### src/capcmp_pkg.sv
// capcmp_pkg: register map, field positions and reset values of the capture/compare timer block
// assumes a 32-bit AHB-Lite register bus with each 8-bit register in the low byte of its own word
package capcmp_pkg;

    // ----------------------------------------------------------------
    // register byte addresses
    // ----------------------------------------------------------------
    localparam logic [7:0] CTRL_ONE_ADDR = 8'h00;
    localparam logic [7:0] CTRL_TWO_ADDR = 8'h04;
    localparam logic [7:0] STATUS_ADDR = 8'h08;
    // channel block: capture high, capture low, compare high, compare low
    localparam logic [7:0] CHAN_BASE_ADDR = 8'h0c;
    localparam logic [7:0] CHAN_STRIDE = 8'h10;
    localparam logic [7:0] CAP_HI_OFS = 8'h00;
    localparam logic [7:0] CAP_LO_OFS = 8'h04;
    localparam logic [7:0] CMP_HI_OFS = 8'h08;
    localparam logic [7:0] CMP_LO_OFS = 8'h0c;
    localparam logic [7:0] COUNT_HI_ADDR = 8'h2c;
    localparam logic [7:0] COUNT_LO_ADDR = 8'h30;

    // ----------------------------------------------------------------
    // control one fields
    // ----------------------------------------------------------------
    localparam int CAP_IRQ_EN_BIT = 7;
    localparam int CMP_IRQ_EN_BIT = 6;
    localparam int FORCE_TWO_BIT = 4;
    localparam int FORCE_ONE_BIT = 3;
    localparam int LEVEL_TWO_BIT = 2;
    localparam int EDGE_ONE_BIT = 1;
    localparam int LEVEL_ONE_BIT = 0;

    // ----------------------------------------------------------------
    // control two fields
    // ----------------------------------------------------------------
    localparam int PIN_EN_ONE_BIT = 7;
    localparam int PIN_EN_TWO_BIT = 6;
    localparam int PULSE_SEL_BIT = 5;
    localparam int PWM_SEL_BIT = 4;
    localparam int CLK_SEL_HI_BIT = 3;
    localparam int CLK_SEL_LO_BIT = 2;
    localparam int EDGE_TWO_BIT = 1;

    // ----------------------------------------------------------------
    // status fields
    // ----------------------------------------------------------------
    localparam int CAP_FLAG_ONE_BIT = 7;
    localparam int CMP_FLAG_ONE_BIT = 6;
    localparam int OVF_FLAG_BIT = 5;
    localparam int CAP_FLAG_TWO_BIT = 4;
    localparam int CMP_FLAG_TWO_BIT = 3;

    // ----------------------------------------------------------------
    // values
    // ----------------------------------------------------------------
    localparam logic [15:0] COUNT_RELOAD = 16'hfffc;
    localparam logic [15:0] COUNT_TOP = 16'hffff;
    localparam logic [15:0] CMP_RESET = 16'h8000;
    localparam logic [1:0] DIV_BY_2 = 2'h0;
    localparam logic [1:0] DIV_BY_4 = 2'h1;
    localparam logic [2:0] DIV_LIMIT_2 = 3'h1;
    localparam logic [2:0] DIV_LIMIT_4 = 3'h3;
    localparam logic [2:0] DIV_LIMIT_8 = 3'h7;

    typedef enum logic [0:0] {
        BUS_IDLE = 1'b0,
        BUS_ACCESS = 1'b1
    } bus_state_e;

endpackage : capcmp_pkg

### src/timer_capture_compare.sv
// timer_capture_compare: 16-bit timer with two capture and two compare channels and one pulse mode
// assumes one 10 MHz clock, AHB-Lite with a single slave, capture pins asynchronous to clk
//
// What this block does
// RL1 - capture latches counter on active pin edge
// RL2 - software bit picks each capture edge
// RL3 - capture sets flag, interrupt when enabled, unmasked
// RL4 - capture flag clears: status read, low access
// RL5 - high byte read blocks capture until low
// RL6 - pwm mode: only channel two captures
// RL7 - capture pins always watched, even as outputs
// RL8 - capture flag two to three clocks late
// RL9 - compare match sets flag, drives enabled pin
// RL10 - compare registers software only, reset 8000h
// RL11 - compare pin latches low during reset
// RL12 - compare interrupt needs enable and clear mask
// RL13 - high write suspends compare until low write
// RL14 - software writes high, reads status, writes low
// RL15 - disabled pin ignores match, interrupt still possible
// RL16 - match effect while counter equals compare value
// RL17 - force bit copies level, no flag
// RL18 - force bits ignored in pulse/pwm modes
// RL19 - pulse mode bit uses channel one pair
// RL20 - pulse trigger: capture, reload, level two, flag
// RL21 - pulse length from compare one, levels two/one
// RL22 - timer tick is clk divided 2/4/8
// RL23 - compare one match ends pulse, level one
// RL24 - pulse mode never sets compare flag one
// RL25 - counter resets and reloads to FFFCh
// RL26 - capture pins synchronised before edge detection
//
// Local design decisions: the placing of the registers and register access over AHB-Lite.
`timescale 1ns/1ps

module timer_capture_compare
    import capcmp_pkg::*;
(
    // clock and reset
    input wire logic clk,
    input wire logic reset,
    // ahb-lite slave
    input wire logic hsel,
    input wire logic [31:0] haddr,
    input wire logic [1:0] htrans,
    input wire logic hwrite,
    input wire logic [2:0] hsize,
    input wire logic [31:0] hwdata,
    input wire logic hready,
    output logic [31:0] hrdata,
    output logic hreadyout,
    output logic hresp,
    // capture pins
    input wire logic [1:0] capture_input_pin,
    // compare pins, driven while the enable is high
    output logic [1:0] compare_output_pin,
    output logic [1:0] compare_output_enable,
    // cpu interrupt mask and shared timer interrupt
    input wire logic cpuIrqMask,
    output logic timerIrq
);

    // ----------------------------------------------------------------
    // address decode
    // ----------------------------------------------------------------
    function automatic logic [7:0] chanAddr(input int chan, input logic [7:0] ofs);
        chanAddr = 8'(CHAN_BASE_ADDR + CHAN_STRIDE * chan + ofs);
    endfunction : chanAddr

    bus_state_e busState;
    logic [7:0] accAddr, wdata, rdByte;
    logic accWriteSel, accRead, accWrite;

    logic [7:0] ctrlOne, ctrlTwo;
    logic [15:0] counter;
    logic [2:0] divCount, divLimit;
    logic ovfFlag, ovfArmed, tick, pulseMode, pwmMode;

    logic [1:0] capSync1, capSync2, capPrev, capEdgeSel, capEvent, capInhibit, capFlag, capArmed;
    logic [15:0] capValue [2], cmpValue [2];
    logic [1:0] cmpInhibit, cmpFlag, matchNow, matchPrev, pinEn, pinLatch, level, forceBit;
    logic [7:0] statusByte;

    assign accRead = (busState == BUS_ACCESS) && !accWriteSel;
    assign accWrite = (busState == BUS_ACCESS) && accWriteSel;
    assign wdata = hwdata[7:0];
    assign pwmMode = ctrlTwo[PWM_SEL_BIT];
    // pwm wins when both mode bits are set
    assign pulseMode = ctrlTwo[PULSE_SEL_BIT] && !pwmMode; // see RL19
    assign level = {ctrlOne[LEVEL_TWO_BIT], ctrlOne[LEVEL_ONE_BIT]};
    assign forceBit = {wdata[FORCE_TWO_BIT], wdata[FORCE_ONE_BIT]};
    assign pinEn = {ctrlTwo[PIN_EN_TWO_BIT], ctrlTwo[PIN_EN_ONE_BIT]};
    assign capEdgeSel = {ctrlTwo[EDGE_TWO_BIT], ctrlOne[EDGE_ONE_BIT]}; // see RL2

    // ----------------------------------------------------------------
    // bus slave: one wait state so that read data leave a flip-flop
    // ----------------------------------------------------------------
    always_ff @(posedge clk) begin
        if (reset) begin
            busState <= BUS_IDLE;
            accAddr <= 8'h00;
            accWriteSel <= 1'b0;
            hreadyout <= 1'b1;
            hresp <= 1'b0;
        end else begin
            unique case (busState)
                BUS_IDLE: begin
                    if (hsel && htrans[1] && hready) begin
                        busState <= BUS_ACCESS;
                        accAddr <= haddr[7:0];
                        accWriteSel <= hwrite;
                        hreadyout <= 1'b0;
                    end
                end
                BUS_ACCESS: begin
                    busState <= BUS_IDLE;
                    hreadyout <= 1'b1;
                end
            endcase
        end
    end

    assign statusByte = 8'(capFlag[0]) << CAP_FLAG_ONE_BIT | 8'(cmpFlag[0]) << CMP_FLAG_ONE_BIT
                      | 8'(ovfFlag) << OVF_FLAG_BIT | 8'(capFlag[1]) << CAP_FLAG_TWO_BIT
                      | 8'(cmpFlag[1]) << CMP_FLAG_TWO_BIT;

    always_comb begin
        rdByte = 8'h00;
        unique case (accAddr)
            CTRL_ONE_ADDR: rdByte = ctrlOne;
            CTRL_TWO_ADDR: rdByte = ctrlTwo;
            STATUS_ADDR: rdByte = statusByte;
            chanAddr(0, CAP_HI_OFS): rdByte = capValue[0][15:8];
            chanAddr(0, CAP_LO_OFS): rdByte = capValue[0][7:0];
            chanAddr(0, CMP_HI_OFS): rdByte = cmpValue[0][15:8];
            chanAddr(0, CMP_LO_OFS): rdByte = cmpValue[0][7:0];
            chanAddr(1, CAP_HI_OFS): rdByte = capValue[1][15:8];
            chanAddr(1, CAP_LO_OFS): rdByte = capValue[1][7:0];
            chanAddr(1, CMP_HI_OFS): rdByte = cmpValue[1][15:8];
            chanAddr(1, CMP_LO_OFS): rdByte = cmpValue[1][7:0];
            COUNT_HI_ADDR: rdByte = counter[15:8];
            COUNT_LO_ADDR: rdByte = counter[7:0];
            default: rdByte = 8'h00;
        endcase
    end

    // unmapped addresses read as zero and ignore writes
    always_ff @(posedge clk) begin
        if (reset) begin
            hrdata <= 32'h0000_0000;
        end else if (accRead) begin
            hrdata <= {24'h00_0000, rdByte};
        end
    end

    // force bits are actions, so they are never stored
    always_ff @(posedge clk) begin
        if (reset) begin
            ctrlOne <= 8'h00;
            ctrlTwo <= 8'h00;
        end else if (accWrite) begin
            if (accAddr == CTRL_ONE_ADDR) begin
                ctrlOne <= wdata & ~(8'h01 << FORCE_ONE_BIT) & ~(8'h01 << FORCE_TWO_BIT);
            end
            if (accAddr == CTRL_TWO_ADDR) begin
                ctrlTwo <= wdata;
            end
        end
    end

    // ----------------------------------------------------------------
    // prescaler and free-running counter
    // ----------------------------------------------------------------
    always_comb begin
        unique case (ctrlTwo[CLK_SEL_HI_BIT:CLK_SEL_LO_BIT])
            DIV_BY_2: divLimit = DIV_LIMIT_2;
            DIV_BY_4: divLimit = DIV_LIMIT_4;
            default: divLimit = DIV_LIMIT_8;
        endcase
    end

    assign tick = (divCount >= divLimit); // see RL22

    always_ff @(posedge clk) begin
        if (reset || tick) begin
            divCount <= 3'h0;
        end else begin
            divCount <= divCount + 3'h1;
        end
    end

    always_ff @(posedge clk) begin
        if (reset) begin
            counter <= COUNT_RELOAD; // see RL25
        end else if ((accWrite && accAddr == COUNT_LO_ADDR) || (pulseMode && capEvent[0])) begin
            counter <= COUNT_RELOAD; // see RL25, RL20
        end else if (tick) begin
            counter <= counter + 16'h0001;
        end
    end

    // overflow flag clears like the capture flags; a new overflow wins
    always_ff @(posedge clk) begin
        if (reset) begin
            ovfFlag <= 1'b0;
            ovfArmed <= 1'b0;
        end else if (tick && counter == COUNT_TOP) begin
            ovfFlag <= 1'b1;
            ovfArmed <= 1'b0;
        end else if (accRead && accAddr == STATUS_ADDR && ovfFlag) begin
            ovfArmed <= 1'b1;
        end else if (ovfArmed && (accRead || accWrite) && accAddr == COUNT_LO_ADDR) begin
            ovfFlag <= 1'b0;
            ovfArmed <= 1'b0;
        end
    end

    // ----------------------------------------------------------------
    // per-channel capture and compare
    // ----------------------------------------------------------------
    for (genvar ch = 0; ch < 2; ch++) begin : gChan
        logic edgeSeen, capAllowed, capLoAccess;

        // the first stage feeds only the second stage
        always_ff @(posedge clk) begin
            if (reset) begin
                capSync1[ch] <= 1'b0;
                capSync2[ch] <= 1'b0;
                capPrev[ch] <= 1'b0;
            end else begin
                capSync1[ch] <= capture_input_pin[ch]; // see RL26
                capSync2[ch] <= capSync1[ch];
                capPrev[ch] <= capSync2[ch];
            end
        end

        // pins stay connected whether or not the port is an output
        assign edgeSeen = capEdgeSel[ch] ? (capSync2[ch] && !capPrev[ch])
                                         : (!capSync2[ch] && capPrev[ch]); // see RL7, RL2
        // in pwm mode the first capture pin is not a capture input
        assign capAllowed = (ch == 1) || !pwmMode; // see RL6
        assign capEvent[ch] = edgeSeen && capAllowed && !capInhibit[ch]; // see RL5, RL8
        assign capLoAccess = (accRead || accWrite) && accAddr == chanAddr(ch, CAP_LO_OFS);

        always_ff @(posedge clk) begin
            if (reset) begin
                capValue[ch] <= 16'h0000;
            end else if (capEvent[ch]) begin
                capValue[ch] <= counter; // see RL1
            end
        end

        always_ff @(posedge clk) begin
            if (reset) begin
                capInhibit[ch] <= 1'b0;
            end else if (accRead && accAddr == chanAddr(ch, CAP_HI_OFS)) begin
                capInhibit[ch] <= 1'b1; // see RL5
            end else if (accRead && accAddr == chanAddr(ch, CAP_LO_OFS)) begin
                capInhibit[ch] <= 1'b0;
            end
        end

        // a capture arriving with the clearing access keeps the flag set
        always_ff @(posedge clk) begin
            if (reset) begin
                capFlag[ch] <= 1'b0;
                capArmed[ch] <= 1'b0;
            end else if (capEvent[ch]) begin
                capFlag[ch] <= 1'b1; // see RL3
                capArmed[ch] <= 1'b0;
            end else if (accRead && accAddr == STATUS_ADDR && capFlag[ch]) begin
                capArmed[ch] <= 1'b1; // see RL4
            end else if (capArmed[ch] && capLoAccess) begin
                capFlag[ch] <= 1'b0; // see RL4
                capArmed[ch] <= 1'b0;
            end
        end

        // compare registers are changed only by software
        always_ff @(posedge clk) begin
            if (reset) begin
                cmpValue[ch] <= CMP_RESET; // see RL10
                cmpInhibit[ch] <= 1'b0;
            end else if (accWrite && accAddr == chanAddr(ch, CMP_HI_OFS)) begin
                cmpValue[ch][15:8] <= wdata;
                cmpInhibit[ch] <= 1'b1; // see RL13
            end else if (accWrite && accAddr == chanAddr(ch, CMP_LO_OFS)) begin
                cmpValue[ch][7:0] <= wdata;
                cmpInhibit[ch] <= 1'b0; // see RL13
            end
        end

        // a timer count lasts at least two clocks, so acting on the first clock of equality
        // lands inside the count where the counter equals the compare value
        assign matchNow[ch] = (counter == cmpValue[ch]) && !cmpInhibit[ch]; // see RL9, RL16

        always_ff @(posedge clk) begin
            if (reset) begin
                matchPrev[ch] <= 1'b0;
            end else begin
                matchPrev[ch] <= matchNow[ch];
            end
        end

        always_ff @(posedge clk) begin
            if (reset) begin
                cmpFlag[ch] <= 1'b0;
            end else if (matchNow[ch] && !matchPrev[ch] && !pwmMode && !(ch == 0 && pulseMode)) begin
                cmpFlag[ch] <= 1'b1; // see RL9, RL24
            end else if (accWrite && accAddr == chanAddr(ch, CMP_LO_OFS)) begin
                cmpFlag[ch] <= 1'b0; // see RL13
            end
        end
    end

    // ----------------------------------------------------------------
    // compare pins
    // ----------------------------------------------------------------
    always_ff @(posedge clk) begin
        if (reset) begin
            pinLatch <= 2'b00; // see RL11
        end else begin
            for (int ch = 0; ch < 2; ch++) begin
                if (ch == 0 && pulseMode) begin
                    if (capEvent[0] && pinEn[0]) begin
                        pinLatch[0] <= level[1]; // see RL20, RL21
                    end else if (matchNow[0] && !matchPrev[0] && pinEn[0]) begin
                        pinLatch[0] <= level[0]; // see RL23, RL21
                    end
                end else if (pulseMode || pwmMode) begin
                    // level two belongs to the pulse, so pin two holds
                    pinLatch[ch] <= pinLatch[ch];
                end else if (accWrite && accAddr == CTRL_ONE_ADDR && forceBit[ch] && pinEn[ch]) begin
                    pinLatch[ch] <= ch == 0 ? wdata[LEVEL_ONE_BIT] : wdata[LEVEL_TWO_BIT]; // see RL17, RL18
                end else if (matchNow[ch] && !matchPrev[ch] && pinEn[ch]) begin
                    pinLatch[ch] <= level[ch]; // see RL9, RL15
                end
            end
        end
    end

    always_ff @(posedge clk) begin
        if (reset) begin
            compare_output_pin <= 2'b00;
            compare_output_enable <= 2'b00;
        end else begin
            compare_output_pin <= pinLatch;
            compare_output_enable <= pinEn; // see RL15
        end
    end

    // ----------------------------------------------------------------
    // shared timer interrupt, pending flags wait for enable and mask
    // ----------------------------------------------------------------
    always_ff @(posedge clk) begin
        if (reset) begin
            timerIrq <= 1'b0;
        end else begin
            timerIrq <= !cpuIrqMask && ((ctrlOne[CAP_IRQ_EN_BIT] && |capFlag)
                                     || (ctrlOne[CMP_IRQ_EN_BIT] && |cmpFlag)); // see RL3, RL12
        end
    end
endmodule : timer_capture_compare

### config.mk
export PLATFORM = sky130hd
export DESIGN_NAME = timer_capture_compare
export DESIGN_NICKNAME = d
export VERILOG_FILES = /design/src/capcmp_pkg.sv /design/src/timer_capture_compare.sv
export SDC_FILE = /design/constraint.sdc
export NUM_CORES = 1
export LEC_CHECK = 0
export ABC_AREA = 1
export BUFFER_PORTS_ARGS = -buffer_cell sky130_fd_sc_hd__buf_2
export CORE_UTILIZATION = 51
export CTS_CLUSTER_SIZE = 28
export DETAILED_ROUTE_END_ITERATION = 16
export PLACE_DENSITY_LB_ADDON = 0.12
export SYNTH_ARGS = -nofsm -noshare
export SYNTH_HDL_FRONTEND = slang
export SYNTH_SLANG_ARGS = --single-unit
### constraint.sdc
create_clock -name clk -period 2 [get_ports clk]
set_clock_uncertainty 0.2 [all_clocks]
set_input_delay 0.1 -clock clk [delete_from_list [all_inputs] [get_ports clk]]
set_output_delay 0.1 -clock clk [all_outputs]
set_load 0.02 [all_outputs]
==> key figures <==
Drt
  • Remaining DRCs: 0
  • Final WL: around 21000 um
  • DR WL/cell: 17.6 um
  • Antenna Nets Post-Route: 0
  • DR vias: around 6400
  • Vias per Instance: between 5 and 6
  • Initial DRC Count: ~560
  • Drt pass-1 iters: 7

STA
  • Max_slew headroom: roughly 53%
  • Worst Max-Slew Pin Slew: between 0.6 and 0.7 ns
  • Fin crit share: 104%
  • Worst Hold Margin: 0.167 ns
  • Tmin final: ~2.1 ns
  • Unrepaired setup endpoints after global routing: yes
  • Maximum clock rate: ~480 MHz
  • Final hold violations: 0
  • Setup TNS: -0.229 ns
  • Fin worst setup slack: -0.0756 ns
  • Final setup viols: 4
  • Final Max Tran Viols: 0

Yosys
  • Synth Warn #: 0
  • Synthesized instance count: 838
  • Flops & latches, synth: about 140
  • Post-synth EDFFs: 64
  • Sequential-to-total area share from yosys stat: just over 50%
  • Synth area leader: edfxtp_1
  • Synth cell types: between 40 and 50
  • Synth Flop Type: dfxtp_1
  • Syn avg cell area: 8.15 um2
  • Mapped Area: 6830 um2
  • Largest cells by area after synthesis: edfxtp_1, dfxtp_1, nand2_1
  • Most frequent cell after synthesis: nand2_1
  • Synth top area share: between 20% and 30%
  • Commonest cells in the synthesized netlist: nand2_1, nor2_1, inv_1
  • Fraction of registers with async set/reset: 0%

Cells and area
  • Filler instances: roughly 1000
  • Area added between synthesis and finish: 30.9%
  • Util after Layout: between 60% and 70%
  • Final net count: between 1000 and 1500
  • Share of cells above drive strength 1: between 20% and 30%
  • # diodes: 0

Die
  • Core ar.: roughly 13000 um2
  • Starting Density: ~53%
  • Die height: about 120 um
  • Io pins: between 100 and 150
  • Core Rows: 41
  • Die ar.: around 14000 um2
  • Die Width: between 100 and 150 um

Clock network
  • Clock slew seen by the registers of the worst setup and hold paths: roughly 0.060 ns
  • H-tree depth: 4
  • CTS tree: yes
  • Clock sink total: 143
  • Total CTS buffers: 17
  • Clock Path Buffers: 2
  • Clock Latency Late Sink: around 0.43 ns
  • Root buf cell: clkbuf_16

Power and ir drop
  • Power Density: 821 nW/um2
  • P_leak: 4.00 nW
  • VDD IR max: between 0.7 and 0.8 mV

GRT
  • Gr usage total: between 30% and 40%
  • First-pass GRT wire length: 32000 um
  • Largest net degree at the start of global routing: 20
  • Grt total ovfl: 0
  • Number of global-route vias before repair: between 6000 and 7000
  • Initial antenna violation count: 0

Outcome
  • Failing checks: negative setup slack
  • Run status: finished, violations left

Worst setup path
  • Crit path launch type: flip-flop
  • Setup crit end kind: flip-flop
  • WP data required: ~2.1 ns
  • Worst EP arrival: ~2.2 ns
  • Kind of critical path: flip-flop to flip-flop
  • Critical Path Fanout Max: 3

Place
  • Routability cong.: ~1.0
  • I/O Buffers: 38
  • HPWL after DPL: approximately 15000 um

Job
  • Max-cap violations: 0

Hold path
  • Hold Crit Class: primary input to flip-flop
-- critical path, stage by stage, from the launching register on --
cell and delay [ns]:
dfxtp_1 0.33, nor2_1 0.05, ha_1 0.28, nand3_2 0.09, nand2_4 0.10, nand2_4 0.06, nor2_4 0.10, nand2_2 0.08
nor2_4 0.09, inv_2 0.05, nor2_4 0.09, nand2_2 0.08, nor2_4 0.11, inv_2 0.06, o21ai_2 0.10, nand3_1 0.08
-- final timing paths --
kind	cells after the start	to	slack (ns)	startpoint
max	15	counter[15]$_SDFFE_PP1P_	-0.08	ctrlTwo[2]$_SDFFE_PP0P_
min	3	timerIrq$_SDFF_PP0_	0.17	cpuIrqMask
max reg2reg	15	counter[15]$_SDFFE_PP1P_	-0.08	ctrlTwo[2]$_SDFFE_PP0P_
min reg2reg	2	capSync2[1]$_SDFF_PP0_	0.21	capSync1[1]$_SDFF_PP0_
-- logic make-up after synthesis --
group	count (synthesis)	synth area share [%]
and+or+nand+nor	381	24.4
buffers and inverters	155	10.2
AOI/OAI and AO/OA	143	11.9
DFF	143	51.3
xor gates and xnor gates	11	1.41
adders and majority gates	4	0.733
other	1	0.0549
-- layout make-up --
class	count	area [um2]	area share, %
clock buffer	24	536	5.99
clock inverter	8	46.3	0.518
inverter	111	418	4.68
multi-input combinational	564	2960	33.1
sequential	143	3520	39.4
tap	172	215	2.41
timing repair buffer	161	1240	13.9
-- placed cells by master, fill, tap and decap left out, types with 9 or more instances in the layout --
cell type | netlist | final
nor2_4 | 7 | 9
nand2_1 | 163 | 154
a21oi_1 | 58 | 55
dfxtp_1 | 79 | 67
o21ai_0 | 44 | 40
conb_1 | 1 | 25
nand3_1 | 43 | 35
clkbuf_16 | 0 | 20
o22ai_1 | 12 | 9
edfxtp_1 | 64 | 64
inv_2 | 10 | 23
nand4_1 | 13 | 13
nor2_1 | 122 | 115
dfxtp_2 | 0 | 10
buf_2 | 2 | 38
inv_1 | 98 | 86
dlygate4sd3_1 | 0 | 25
nand2_2 | 5 | 10
nor2_2 | 6 | 11
buf_4 | 26 | 90
-- flip-flops by register name (all words and copies together) (netlist names), 3 cells and up --
register  count
divCount      3
cmpValue     32
capValue     32
ctrlTwo       8
ctrlOne       6
hrdata        8
counter      16
accAddr       8
-- power by group --
| group | switching (mW) | total, mW | internal [mW] |
|---|---|---|---|
| Sequential | 0.0932 | 3.26 | 3.17 |
| Combinational | 0.617 | 1.01 | 0.393 |
| Clock | 1.19 | 3.06 | 1.86 |
-- per-stage QoR --
| stage | cell area, um2 | total power [mW] | cells | setup slack, ns |
|---|---|---|---|---|
| after floorplan | 6920 | 3.81 | 862 | 0.0117 |
| after global placement | 7740 | 4.13 | 1113 | -0.0630 |
| after detailed placement | 7740 | 4.16 | 1113 | -0.117 |
| after CTS | 8640 | 7.24 | 1172 | -0.0736 |
| after global routing | 8940 | 7.56 | 1183 | -0.225 |
| final | 8940 | 7.33 | 1183 | -0.0756 |
-- repair_timing --
item                                   CTS  global route
resized for setup                       19            66
buffers inserted                         2            11
endpoints found under the hold margin   75             2
hold buffers                            25             1
pin swaps                                3            16
setup endpoints to repair               46            84
-- routing by layer --
layer | global-route usage, % | part of all wire, % | vias up
met5 | 0 | 0 | -
met4 | 13.5 | 3.0 | 0
met3 | 6.10 | 8.3 | 50
met2 | 49.2 | 47 | 303
met1 | 40.3 | 41 | 2989
li1 | - | - | 3032
(Power assumes the default switching activity.)
